File: config.mk
export PLATFORM = sky130hd
export DESIGN_NAME = asa_top
export DESIGN_NICKNAME = d
export VERILOG_FILES = /design/src/asa_sync3.v /design/src/asa_top.v
export VERILOG_INCLUDE_DIRS = /design/src
export SDC_FILE = /design/constraint.sdc
export NUM_CORES = 1
export LEC_CHECK = 0
export ABC_AREA = 1
export BUFFER_PORTS_ARGS = -buffer_cell sky130_fd_sc_hd__buf_2
export CAP_MARGIN = 5
export CORE_MARGIN = 3
export CORE_UTILIZATION = 40
export CTS_CLUSTER_DIAMETER = 40
export CTS_CLUSTER_SIZE = 14
export DETAILED_ROUTE_END_ITERATION = 12
export PLACE_DENSITY = 0.64
export SLEW_MARGIN = 40
export SYNTH_ARGS = -nofsm -noshare
export SYNTH_HDL_FRONTEND = slang
export SYNTH_HIERARCHICAL = 1
export SYNTH_SLANG_ARGS = --single-unit
File: constraint.sdc
create_clock -name i_mclk -period 1.5 [get_ports i_mclk]
set_clock_uncertainty 0.15 [all_clocks]
set_input_delay 0.225 -clock i_mclk [delete_from_list [all_inputs] [get_ports i_mclk]]
set_output_delay 0.225 -clock i_mclk [all_outputs]
set_load 0.05 [all_outputs]
File: src/asa_map.vh
// register indices, field positions and reset values of the alarm status block
`ifndef ASA_MAP_VH
`define ASA_MAP_VH

// ****************************************************************
// register indices (byte address is four times the index)
// ****************************************************************
`define ASA_IDX_ALARM_MASK 8'h1D
`define ASA_IDX_GEN_MASK 8'h1E
`define ASA_IDX_ALARM_STATUS 8'h20
`define ASA_IDX_GENERAL_STATUS 8'h21
`define ASA_IDX_FORCE_FAIL 8'h30

// ****************************************************************
// reset values
// ****************************************************************
`define ASA_ALARM_RST 16'h0200
`define ASA_GEN_RST 16'h1180
`define ASA_MASK_RST 16'hFFFF
`define ASA_FORCE_RST 16'h0000

// ****************************************************************
// alarm status fields
// ****************************************************************
`define ASA_AL_GEN_PEND 15
`define ASA_AL_MODEM_PEND 14
`define ASA_AL_SELF_DIAG 13
`define ASA_AL_OSCILLATOR_START_FAILURE 12
`define ASA_AL_CNT_HI 11
`define ASA_AL_CNT_LO 10
`define ASA_AL_TRIM_NLD 9
`define ASA_AL_OTP_CRC 8
`define ASA_AL_FRAME_CRC 7
`define ASA_AL_WDOG 6
`define ASA_AL_VREF 5
`define ASA_AL_AIN1 4
`define ASA_AL_AIN0 3
`define ASA_AL_DIE_TEMP 2
`define ASA_AL_OT_ERR 1
`define ASA_AL_OT_WARN 0

// ****************************************************************
// general status fields
// ****************************************************************
`define ASA_GS_ALARM_PEND 15
`define ASA_GS_MODEM_PEND 14
`define ASA_GS_TRIM_BUSY 12
`define ASA_GS_TEST_TYPE 11

// ****************************************************************
// bit groups
// ****************************************************************
`define ASA_AL_STICKY 16'h01C0
`define ASA_AL_IRQ_FEED 16'h21FF
`define ASA_GENERAL_GROUP_PENDING_FEED 16'h06CF
`define ASA_FORCE_BITS 16'h0023

`endif

File: src/asa_sync3.v
// three-stage synchroniser with agreement filter for asynchronous levels
`timescale 1ns/1ns
module asa_sync3 #(
  parameter WIDTH = 4
) (
  input wire i_mclk,
  input wire i_rst,
  input wire [WIDTH-1:0] i_async,
  output wire [WIDTH-1:0] o_level
);
  reg [WIDTH-1:0] s1_r;
  reg [WIDTH-1:0] s2_r;
  reg [WIDTH-1:0] s3_r;
  reg [WIDTH-1:0] lvl_r;
  wire [WIDTH-1:0] lvl_nxt;

  // a bit moves only once stages two and three agree
  assign lvl_nxt = (s2_r & ~(s2_r ^ s3_r)) | (lvl_r & (s2_r ^ s3_r));

  // first stage feeds the second stage only
  always @(posedge i_mclk or posedge i_rst) begin
    if (i_rst) begin
      s1_r <= {WIDTH{1'b0}};
      s2_r <= {WIDTH{1'b0}};
      s3_r <= {WIDTH{1'b0}};
      lvl_r <= {WIDTH{1'b0}};
    end else begin
      s1_r <= i_async;
      s2_r <= s1_r;
      s3_r <= s2_r;
      lvl_r <= lvl_nxt;
    end
  end

  assign o_level = lvl_r;
endmodule

File: src/asa_top.v
// alarm and general status aggregation with apb register access
//
// Overview of operation
// RULE1: alarm bit 15 is OR of unmasked general bits 10-9, 7-6 and 3-0
// RULE2: bit 14 of both words shows modem pending
// RULE3: alarm bit 13 follows self-diagnostic failure
// RULE4: oscillator failure sets bit 12, alarm only
// RULE5: bits 11-10 show counter, shifted for limit eight
// RULE6: bit 9 resets high, clears after trim loads
// RULE7: otp checksum error sets sticky bit 8
// RULE8: bad frame checksum sets sticky bit 7
// RULE9: watchdog fault sets sticky bit 6
// RULE10: read clears sticky bits unless condition persists
// RULE11: bit 5 is live reference fault or force
// RULE12: bits 4,3,2 follow adc threshold faults
// RULE13: bit 1 is live overtemperature error or force
// RULE14: bit 0 is live temperature warning or force
// RULE15: general bit 15 is OR of unmasked alarm bits 13 and 8-0
// RULE16: general bit 12 shows trim loading busy
// RULE17: general bit 11 shows self-test type
// RULE18: mask one blocks irq and alarm, status still sets
// RULE19: clear only addressed word; same-cycle event survives
`timescale 1ns/1ns
`include "asa_map.vh"
module asa_top #(
  parameter AW = 12
) (
  input wire i_mclk,
  input wire i_rst,
  input wire i_psel,
  input wire i_penable,
  input wire i_pwrite,
  input wire [AW-1:0] i_paddr,
  input wire [31:0] i_pwdata,
  output wire [31:0] o_prdata,
  output wire o_pready,
  output wire o_pslverr,
  input wire i_oscillator_start_failure_pin,
  input wire i_vref_bad_pin,
  input wire i_ot_err_pin,
  input wire i_ot_warn_pin,
  input wire i_self_diag_fail,
  input wire i_ain1_fault,
  input wire i_ain0_fault,
  input wire i_die_temp_fault,
  input wire i_otp_crc_evt,
  input wire i_frame_crc_evt,
  input wire i_wdog_evt,
  input wire [2:0] i_crc_count,
  input wire i_crc_limit_eight,
  input wire i_trim_load_done,
  input wire i_trim_loading,
  input wire i_self_test_type,
  input wire [10:0] i_gen_low_bits,
  input wire i_modem_pending,
  output wire o_gen_read,
  output wire o_irq,
  output wire o_alarm_n
);

  // ****************************************************************
  // helpers
  // ****************************************************************

  // byte address of a register index
  function [AW-1:0] reg_addr;
    input [7:0] idx;
    begin
      reg_addr = {{(AW-10){1'b0}}, idx, 2'b00};
    end
  endfunction

  // any bit set after masking and restricting to feeding bits
  function any_unmasked;
    input [15:0] stat;
    input [15:0] mask;
    input [15:0] feed;
    begin
      any_unmasked = |(stat & ~mask & feed);
    end
  endfunction

  // ****************************************************************
  // declarations
  // ****************************************************************
  wire [3:0] pin_lvl;
  wire oscillator_start_failure;
  wire vref_bad;
  wire ot_err;
  wire ot_warn;
  reg [15:0] alarm_mask_r;
  reg [15:0] gen_mask_r;
  reg [15:0] force_r;
  reg [2:0] sticky_r;
  reg [2:0] sticky_nxt;
  reg trim_nld_r;
  reg [31:0] prdata_r;
  reg pslverr_r;
  reg [15:0] alarm_word;
  reg [15:0] gen_word;
  reg [15:0] alarm_base;
  reg [15:0] gen_base;
  reg [1:0] cnt_view;
  wire [2:0] sticky_evt;
  wire setup_ph;
  wire access_ph;
  wire wr_acc;
  wire rd_acc;
  wire sel_amask;
  wire sel_gmask;
  wire sel_alarm;
  wire sel_gen;
  wire sel_force;
  wire hit;
  wire alarm_pend;
  wire gen_pend;

  // ****************************************************************
  // pin synchronisation
  // ****************************************************************

  // analog flags arrive without relation to the clock
  asa_sync3 #(
    .WIDTH(4)
  ) u_sync (
    .i_mclk(i_mclk),
    .i_rst(i_rst),
    .i_async({i_oscillator_start_failure_pin, i_vref_bad_pin, i_ot_err_pin, i_ot_warn_pin}),
    .o_level(pin_lvl)
  );

  assign oscillator_start_failure = pin_lvl[3];
  assign vref_bad = pin_lvl[2];
  assign ot_err = pin_lvl[1];
  assign ot_warn = pin_lvl[0];

  // ****************************************************************
  // apb decode
  // ****************************************************************

  // one access cycle, no wait states
  assign setup_ph = i_psel & ~i_penable;
  assign access_ph = i_psel & i_penable;
  assign wr_acc = access_ph & i_pwrite;
  assign rd_acc = access_ph & ~i_pwrite;

  assign sel_amask = (i_paddr == reg_addr(`ASA_IDX_ALARM_MASK));
  assign sel_gmask = (i_paddr == reg_addr(`ASA_IDX_GEN_MASK));
  assign sel_alarm = (i_paddr == reg_addr(`ASA_IDX_ALARM_STATUS));
  assign sel_gen = (i_paddr == reg_addr(`ASA_IDX_GENERAL_STATUS));
  assign sel_force = (i_paddr == reg_addr(`ASA_IDX_FORCE_FAIL));
  assign hit = sel_amask | sel_gmask | sel_alarm | sel_gen | sel_force;

  // ****************************************************************
  // status words
  // ****************************************************************

  // counter view picks the window that fits the limit
  always @* begin
    if (i_crc_limit_eight) begin
      cnt_view = i_crc_count[2:1]; // RULE5
    end else begin
      cnt_view = i_crc_count[1:0]; // RULE5
    end
  end

  // cross bits use the bases only, so the two words never loop
  always @* begin
    alarm_base = 16'h0000;
    alarm_base[`ASA_AL_SELF_DIAG] = i_self_diag_fail; // RULE3
    alarm_base[`ASA_AL_OSCILLATOR_START_FAILURE] = oscillator_start_failure; // RULE4
    alarm_base[`ASA_AL_CNT_HI:`ASA_AL_CNT_LO] = cnt_view; // RULE5
    alarm_base[`ASA_AL_TRIM_NLD] = trim_nld_r; // RULE6
    alarm_base[`ASA_AL_OTP_CRC] = sticky_r[2]; // RULE7
    alarm_base[`ASA_AL_FRAME_CRC] = sticky_r[1]; // RULE8
    alarm_base[`ASA_AL_WDOG] = sticky_r[0]; // RULE9
    alarm_base[`ASA_AL_VREF] = vref_bad | force_r[`ASA_AL_VREF]; // RULE11
    alarm_base[`ASA_AL_AIN1] = i_ain1_fault; // RULE12
    alarm_base[`ASA_AL_AIN0] = i_ain0_fault; // RULE12
    alarm_base[`ASA_AL_DIE_TEMP] = i_die_temp_fault; // RULE12
    alarm_base[`ASA_AL_OT_ERR] = ot_err | force_r[`ASA_AL_OT_ERR]; // RULE13
    alarm_base[`ASA_AL_OT_WARN] = ot_warn | force_r[`ASA_AL_OT_WARN]; // RULE14
  end

  // general word: low bits come from neighbouring logic
  always @* begin
    gen_base = 16'h0000;
    gen_base[10:0] = i_gen_low_bits;
    gen_base[`ASA_GS_TRIM_BUSY] = i_trim_loading; // RULE16
    gen_base[`ASA_GS_TEST_TYPE] = i_self_test_type; // RULE17
  end

  // masked ors; mask one blocks, status is unaffected
  assign alarm_pend = any_unmasked(alarm_base, alarm_mask_r, `ASA_AL_IRQ_FEED); // RULE18
  assign gen_pend = any_unmasked(gen_base, gen_mask_r, `ASA_GENERAL_GROUP_PENDING_FEED); // RULE18

  // full words as software sees them
  always @* begin
    alarm_word = alarm_base;
    alarm_word[`ASA_AL_GEN_PEND] = gen_pend; // RULE1
    alarm_word[`ASA_AL_MODEM_PEND] = i_modem_pending; // RULE2
    gen_word = gen_base;
    gen_word[`ASA_GS_ALARM_PEND] = alarm_pend; // RULE15
    gen_word[`ASA_GS_MODEM_PEND] = i_modem_pending; // RULE2
  end

  // ****************************************************************
  // sticky faults
  // ****************************************************************
  assign sticky_evt = {i_otp_crc_evt, i_frame_crc_evt, i_wdog_evt};

  // clear only bits that were returned by this read; events always win
  always @* begin
    sticky_nxt = sticky_r;
    if (rd_acc && sel_alarm) begin
      sticky_nxt = sticky_r & ~prdata_r[`ASA_AL_OTP_CRC:`ASA_AL_WDOG]; // RULE10 RULE19
    end else if (wr_acc && sel_alarm) begin
      // write one to clear, the interrupt service path
      sticky_nxt = sticky_r & ~i_pwdata[`ASA_AL_OTP_CRC:`ASA_AL_WDOG];
    end
    sticky_nxt = sticky_nxt | sticky_evt; // RULE7 RULE8 RULE9 RULE19
  end

  always @(posedge i_mclk or posedge i_rst) begin
    if (i_rst) begin
      sticky_r <= 3'b000;
    end else begin
      sticky_r <= sticky_nxt;
    end
  end

  // trim flag only ever falls; a reload never raises it again
  always @(posedge i_mclk or posedge i_rst) begin
    if (i_rst) begin
      trim_nld_r <= 1'b1; // RULE6
    end else if (i_trim_load_done) begin
      trim_nld_r <= 1'b0; // RULE6
    end
  end

  // ****************************************************************
  // writable registers
  // ****************************************************************

  // masks default to all ones so no maskable status bit fires until enabled
  always @(posedge i_mclk or posedge i_rst) begin
    if (i_rst) begin
      alarm_mask_r <= `ASA_MASK_RST; // RULE18
      gen_mask_r <= `ASA_MASK_RST; // RULE18
      force_r <= `ASA_FORCE_RST;
    end else if (wr_acc) begin
      if (sel_amask) begin
        alarm_mask_r <= i_pwdata[15:0];
      end
      if (sel_gmask) begin
        gen_mask_r <= i_pwdata[15:0];
      end
      if (sel_force) begin
        force_r <= i_pwdata[15:0] & `ASA_FORCE_BITS;
      end
    end
  end

  // ****************************************************************
  // read data
  // ****************************************************************

  // read data is frozen in the setup cycle; the clear uses this copy
  always @(posedge i_mclk or posedge i_rst) begin
    if (i_rst) begin
      prdata_r <= 32'h0000_0000;
      pslverr_r <= 1'b0;
    end else if (setup_ph) begin
      pslverr_r <= ~hit;
      if (sel_amask) begin
        prdata_r <= {16'h0000, alarm_mask_r};
      end else if (sel_gmask) begin
        prdata_r <= {16'h0000, gen_mask_r};
      end else if (sel_alarm) begin
        prdata_r <= {16'h0000, alarm_word};
      end else if (sel_gen) begin
        prdata_r <= {16'h0000, gen_word};
      end else if (sel_force) begin
        prdata_r <= {16'h0000, force_r};
      end else begin
        prdata_r <= 32'h0000_0000;
      end
    end
  end

  assign o_prdata = prdata_r;
  assign o_pready = access_ph;
  assign o_pslverr = access_ph & pslverr_r;

  // neighbours clear their own sticky general bits on this pulse
  assign o_gen_read = rd_acc & sel_gen; // RULE19

  // ****************************************************************
  // interrupt and alarm outputs
  // ****************************************************************

  // oscillator and trim flags hold alarm but stay off the interrupt
  assign o_irq = alarm_pend | gen_pend | i_modem_pending; // RULE18
  assign o_alarm_n = ~(alarm_pend | oscillator_start_failure | trim_nld_r); // RULE4 RULE6

endmodule

==> impl_metrics.yaml <==
sta:
  finalSetupViolCount: 3
  fmax_mhz: 488.2
  period_needed_ns: 2.048
  slew_viol_final: 0
  hold_viol_final: 0
  relSlewSlack: 0.6064
  worst-slew-pin-transition_ns: 0.5898
  setup_slack_ns: -0.5484
  rsz0062_at_grt: "true"
  timing.final.crit_share: 1.366
  holdWs_ns: 0.01386
die:
  core_um2: 9371
  start_util: 0.4186
  die_w_um: 105.0
  die-area_um2: 11030
  row_count: 35
  die_h_um: 105.0
  ios: 116
worst_setup_path:
  critPathLaunchType: "register"
  cp.required_ns: 1.12
  worstPathArrival_ns: 1.67
  critical_path_class: "reg2out"
  cp_max_fo: 2
  critPathCaptureType: "output pin"
global_route:
  grt-busiest-layer: "met2"
  overflow: 0
  grt_max_degree: 57
  grt_pass1_vias: 3645
  grtUsageMet3: 0.03027
  grt_usage: 0.2041
  met1_usage: 0.2873
  grt_first_pass_wirelength_um: 17800
  grt_util_met2: 0.3162
  antenna_found_initial: 0
cts:
  clk_latency_ns: 0.35
  clk_path_buf_depth: 2
  cts-root-buf: "clkbuf_8"
  cts_tree: "done"
  cts_sinks: 72
  path_clk_slew_ns: 0.08
  cts_max_level: 3
  cts_buffers: 9
detailed_routing:
  drt_pass1_iterations: 4
  avgViaCountPerCell: 4.595
  vias: 3653
  first_iter_violations: 246
  wire_per_inst_um: 13.59
  ant_nets: 0
  drc: 0
  wl_um: 10800
run:
  cap_violations: 0
yosys:
  synthCells: 482
  synthArstFlopShare: 1.000
  synth_cell_types: 31
  ys_warn_count: 6
  synth_ff_type: "dfrtp_1"
  yosys_register_bits: 72
  synth-seq-area-share: 0.4699
  syn_area_per_cell_um2: 8.138
  synth_area_um2: 3923
  synth_edf_count: 0
place:
  port_buffers: 83
  place.gp.congestion: 0.8794
  place_hpwl_um: 8166
outcome:
  violations: "negative setup slack"
  status: "complete, but fails checks"
layout:
  finish.utilization: 0.5864
  diodes: 0
  final_common_cell: "nand2_1"
  syn_to_final_growth_pct: 40.10
  final_cell_mix: "nand2_1, buf_2, buf_4, inv_1, nor2_1"
  drive_gt1_frac: 0.4219
  nets: 740
power_and_ir_drop:
  p_leak_nw: 2.845
  peakVddDrop_mv: 0.3295
  powerDensity_nw_per_um2: 728.3
hold_path:
  min_path_type: "in2reg"
## cells in the mapped netlist (3+ instances only)
cell | count | area (um^2)
dfstp_2 | 33 | 867.1
nand2_4 | 3 | 33.78
nor2_2 | 3 | 18.77
dfrtp_1 | 39 | 975.9
clkbuf_1 | 3 | 11.26
inv_2 | 3 | 11.26
o21ai_1 | 3 | 15.01
nor2_1 | 52 | 195.2
nand2_1 | 139 | 521.8
a31o_1 | 3 | 26.28
nand4_1 | 6 | 37.54
nand3_1 | 35 | 175.2
buf_4 | 16 | 120.1
buf_6 | 6 | 67.56
nor2_4 | 3 | 33.78
inv_1 | 59 | 221.5
a21oi_1 | 7 | 35.03
o21ai_2 | 29 | 254.0
nor3_1 | 3 | 15.01
nand3_2 | 3 | 30.03
o21ai_0 | 19 | 95.09
## sequential cells by signal (all words and copies together), names as in the netlist, named ones only
| register | count |
|---|---|
| trim_nld_r | 1 |
| sticky_r | 3 |
| force_r | 3 |
| u_sync/s2_r | 4 |
| o_prdata | 16 |
| gen_mask_r | 16 |
| u_sync/s3_r | 4 |
| pslverr_r | 1 |
| u_sync/s1_r | 4 |
| alarm_mask_r | 16 |
## critical path, cell delays in order, from the launching register on
cell	delay, ns
dfstp_2	0.54
inv_2	0.05
nand2_2	0.07
o21ai_2	0.06
nor2_1	0.10
nand2_1	0.08
nor3_2	0.17
nand2_2	0.10
buf_8	0.16
## metrics by stage
| step | total power, mW | setup slack (ns) | TNS (ns) | instance area [um^2] | instances |
|---|---|---|---|---|---|
| floorplan | 2.369 | -0.2560 | -0.4104 | 4028 | 497 |
| global placement | 2.549 | -0.2715 | -4.732 | 4984 | 750 |
| detailed placement | 2.558 | -0.2739 | -5.652 | 4984 | 750 |
| CTS | 4.042 | -0.5808 | -1.269 | 5455 | 794 |
| global route | 4.199 | -0.6531 | -1.525 | 5495 | 795 |
| finish | 4.002 | -0.5484 | -1.160 | 5495 | 795 |
## power by group
part	internal, mW	total, mW	switching [mW]
logic	0.208	0.571	0.363
registers	1.98	2.01	0.0283
clock network	0.614	1.42	0.805
total	2.81	4.00	1.20
## path summary, 6_finish.rpt
| kind | slack, ns | depth (start not counted) | from | end |
|---|---|---|---|---|
| worst max-delay path | -0.55 | 8 | gen_mask_r[1] | o_irq |
| worst min-delay path | 0.01 | 3 | i_pwdata[13] | alarm_mask_r[13] |
| worst max register to register | -0.11 | 9 | alarm_mask_r[4] | o_prdata[15] |
| worst min register to register | 0.21 | 0 | u_sync/s1_r[0] | u_sync/s2_r[0] |
| max in group asynchronous | 0.46 | 3 | i_rst | asynchronous set/reset pin |
| min in group asynchronous | 0.34 | 4 | i_rst | force_r[0] |
## cell families after synthesis
family	after synthesis	synth area share
other	1	0.0009560
AO/OA/AOI/OAI	63	0.1123
buffers and inverters	89	0.1151
AND/OR/NAND/NOR	257	0.3018
flip-flops	72	0.4699
## per-layer routing
metal | part of all wire | up-vias | routed length, um
li1 | - | 1849 | -
met1 | 0.47 | 1662 | 5088
met3 | 0.060 | 19 | 648
met5 | 0 | - | 0
met4 | 0.019 | 0 | 204
met2 | 0.45 | 123 | 4862
## what timing repair did
| action | CTS | global route |
|---|---|---|
| setup endpoints to repair | 4 | 5 |
| hold endpoints to repair | 70 | 0 |
| gates resized for setup | 14 | 15 |
| pin swaps | 7 | 12 |
| hold buffers | 22 | 0 |
| buffers inserted | 6 | 2 |
## final cells by class
class	count	area [um^2]
flip-flops and latches	72	1843
clock buffers	9	123.9
repair buffers	180	1315
well taps	129	161.4
clock inverters	7	55.05
inverters	62	236.5
fillers	876	3876
multi-input cells	336	1760
No activity file was read; power rests on OpenSTA's default activity.
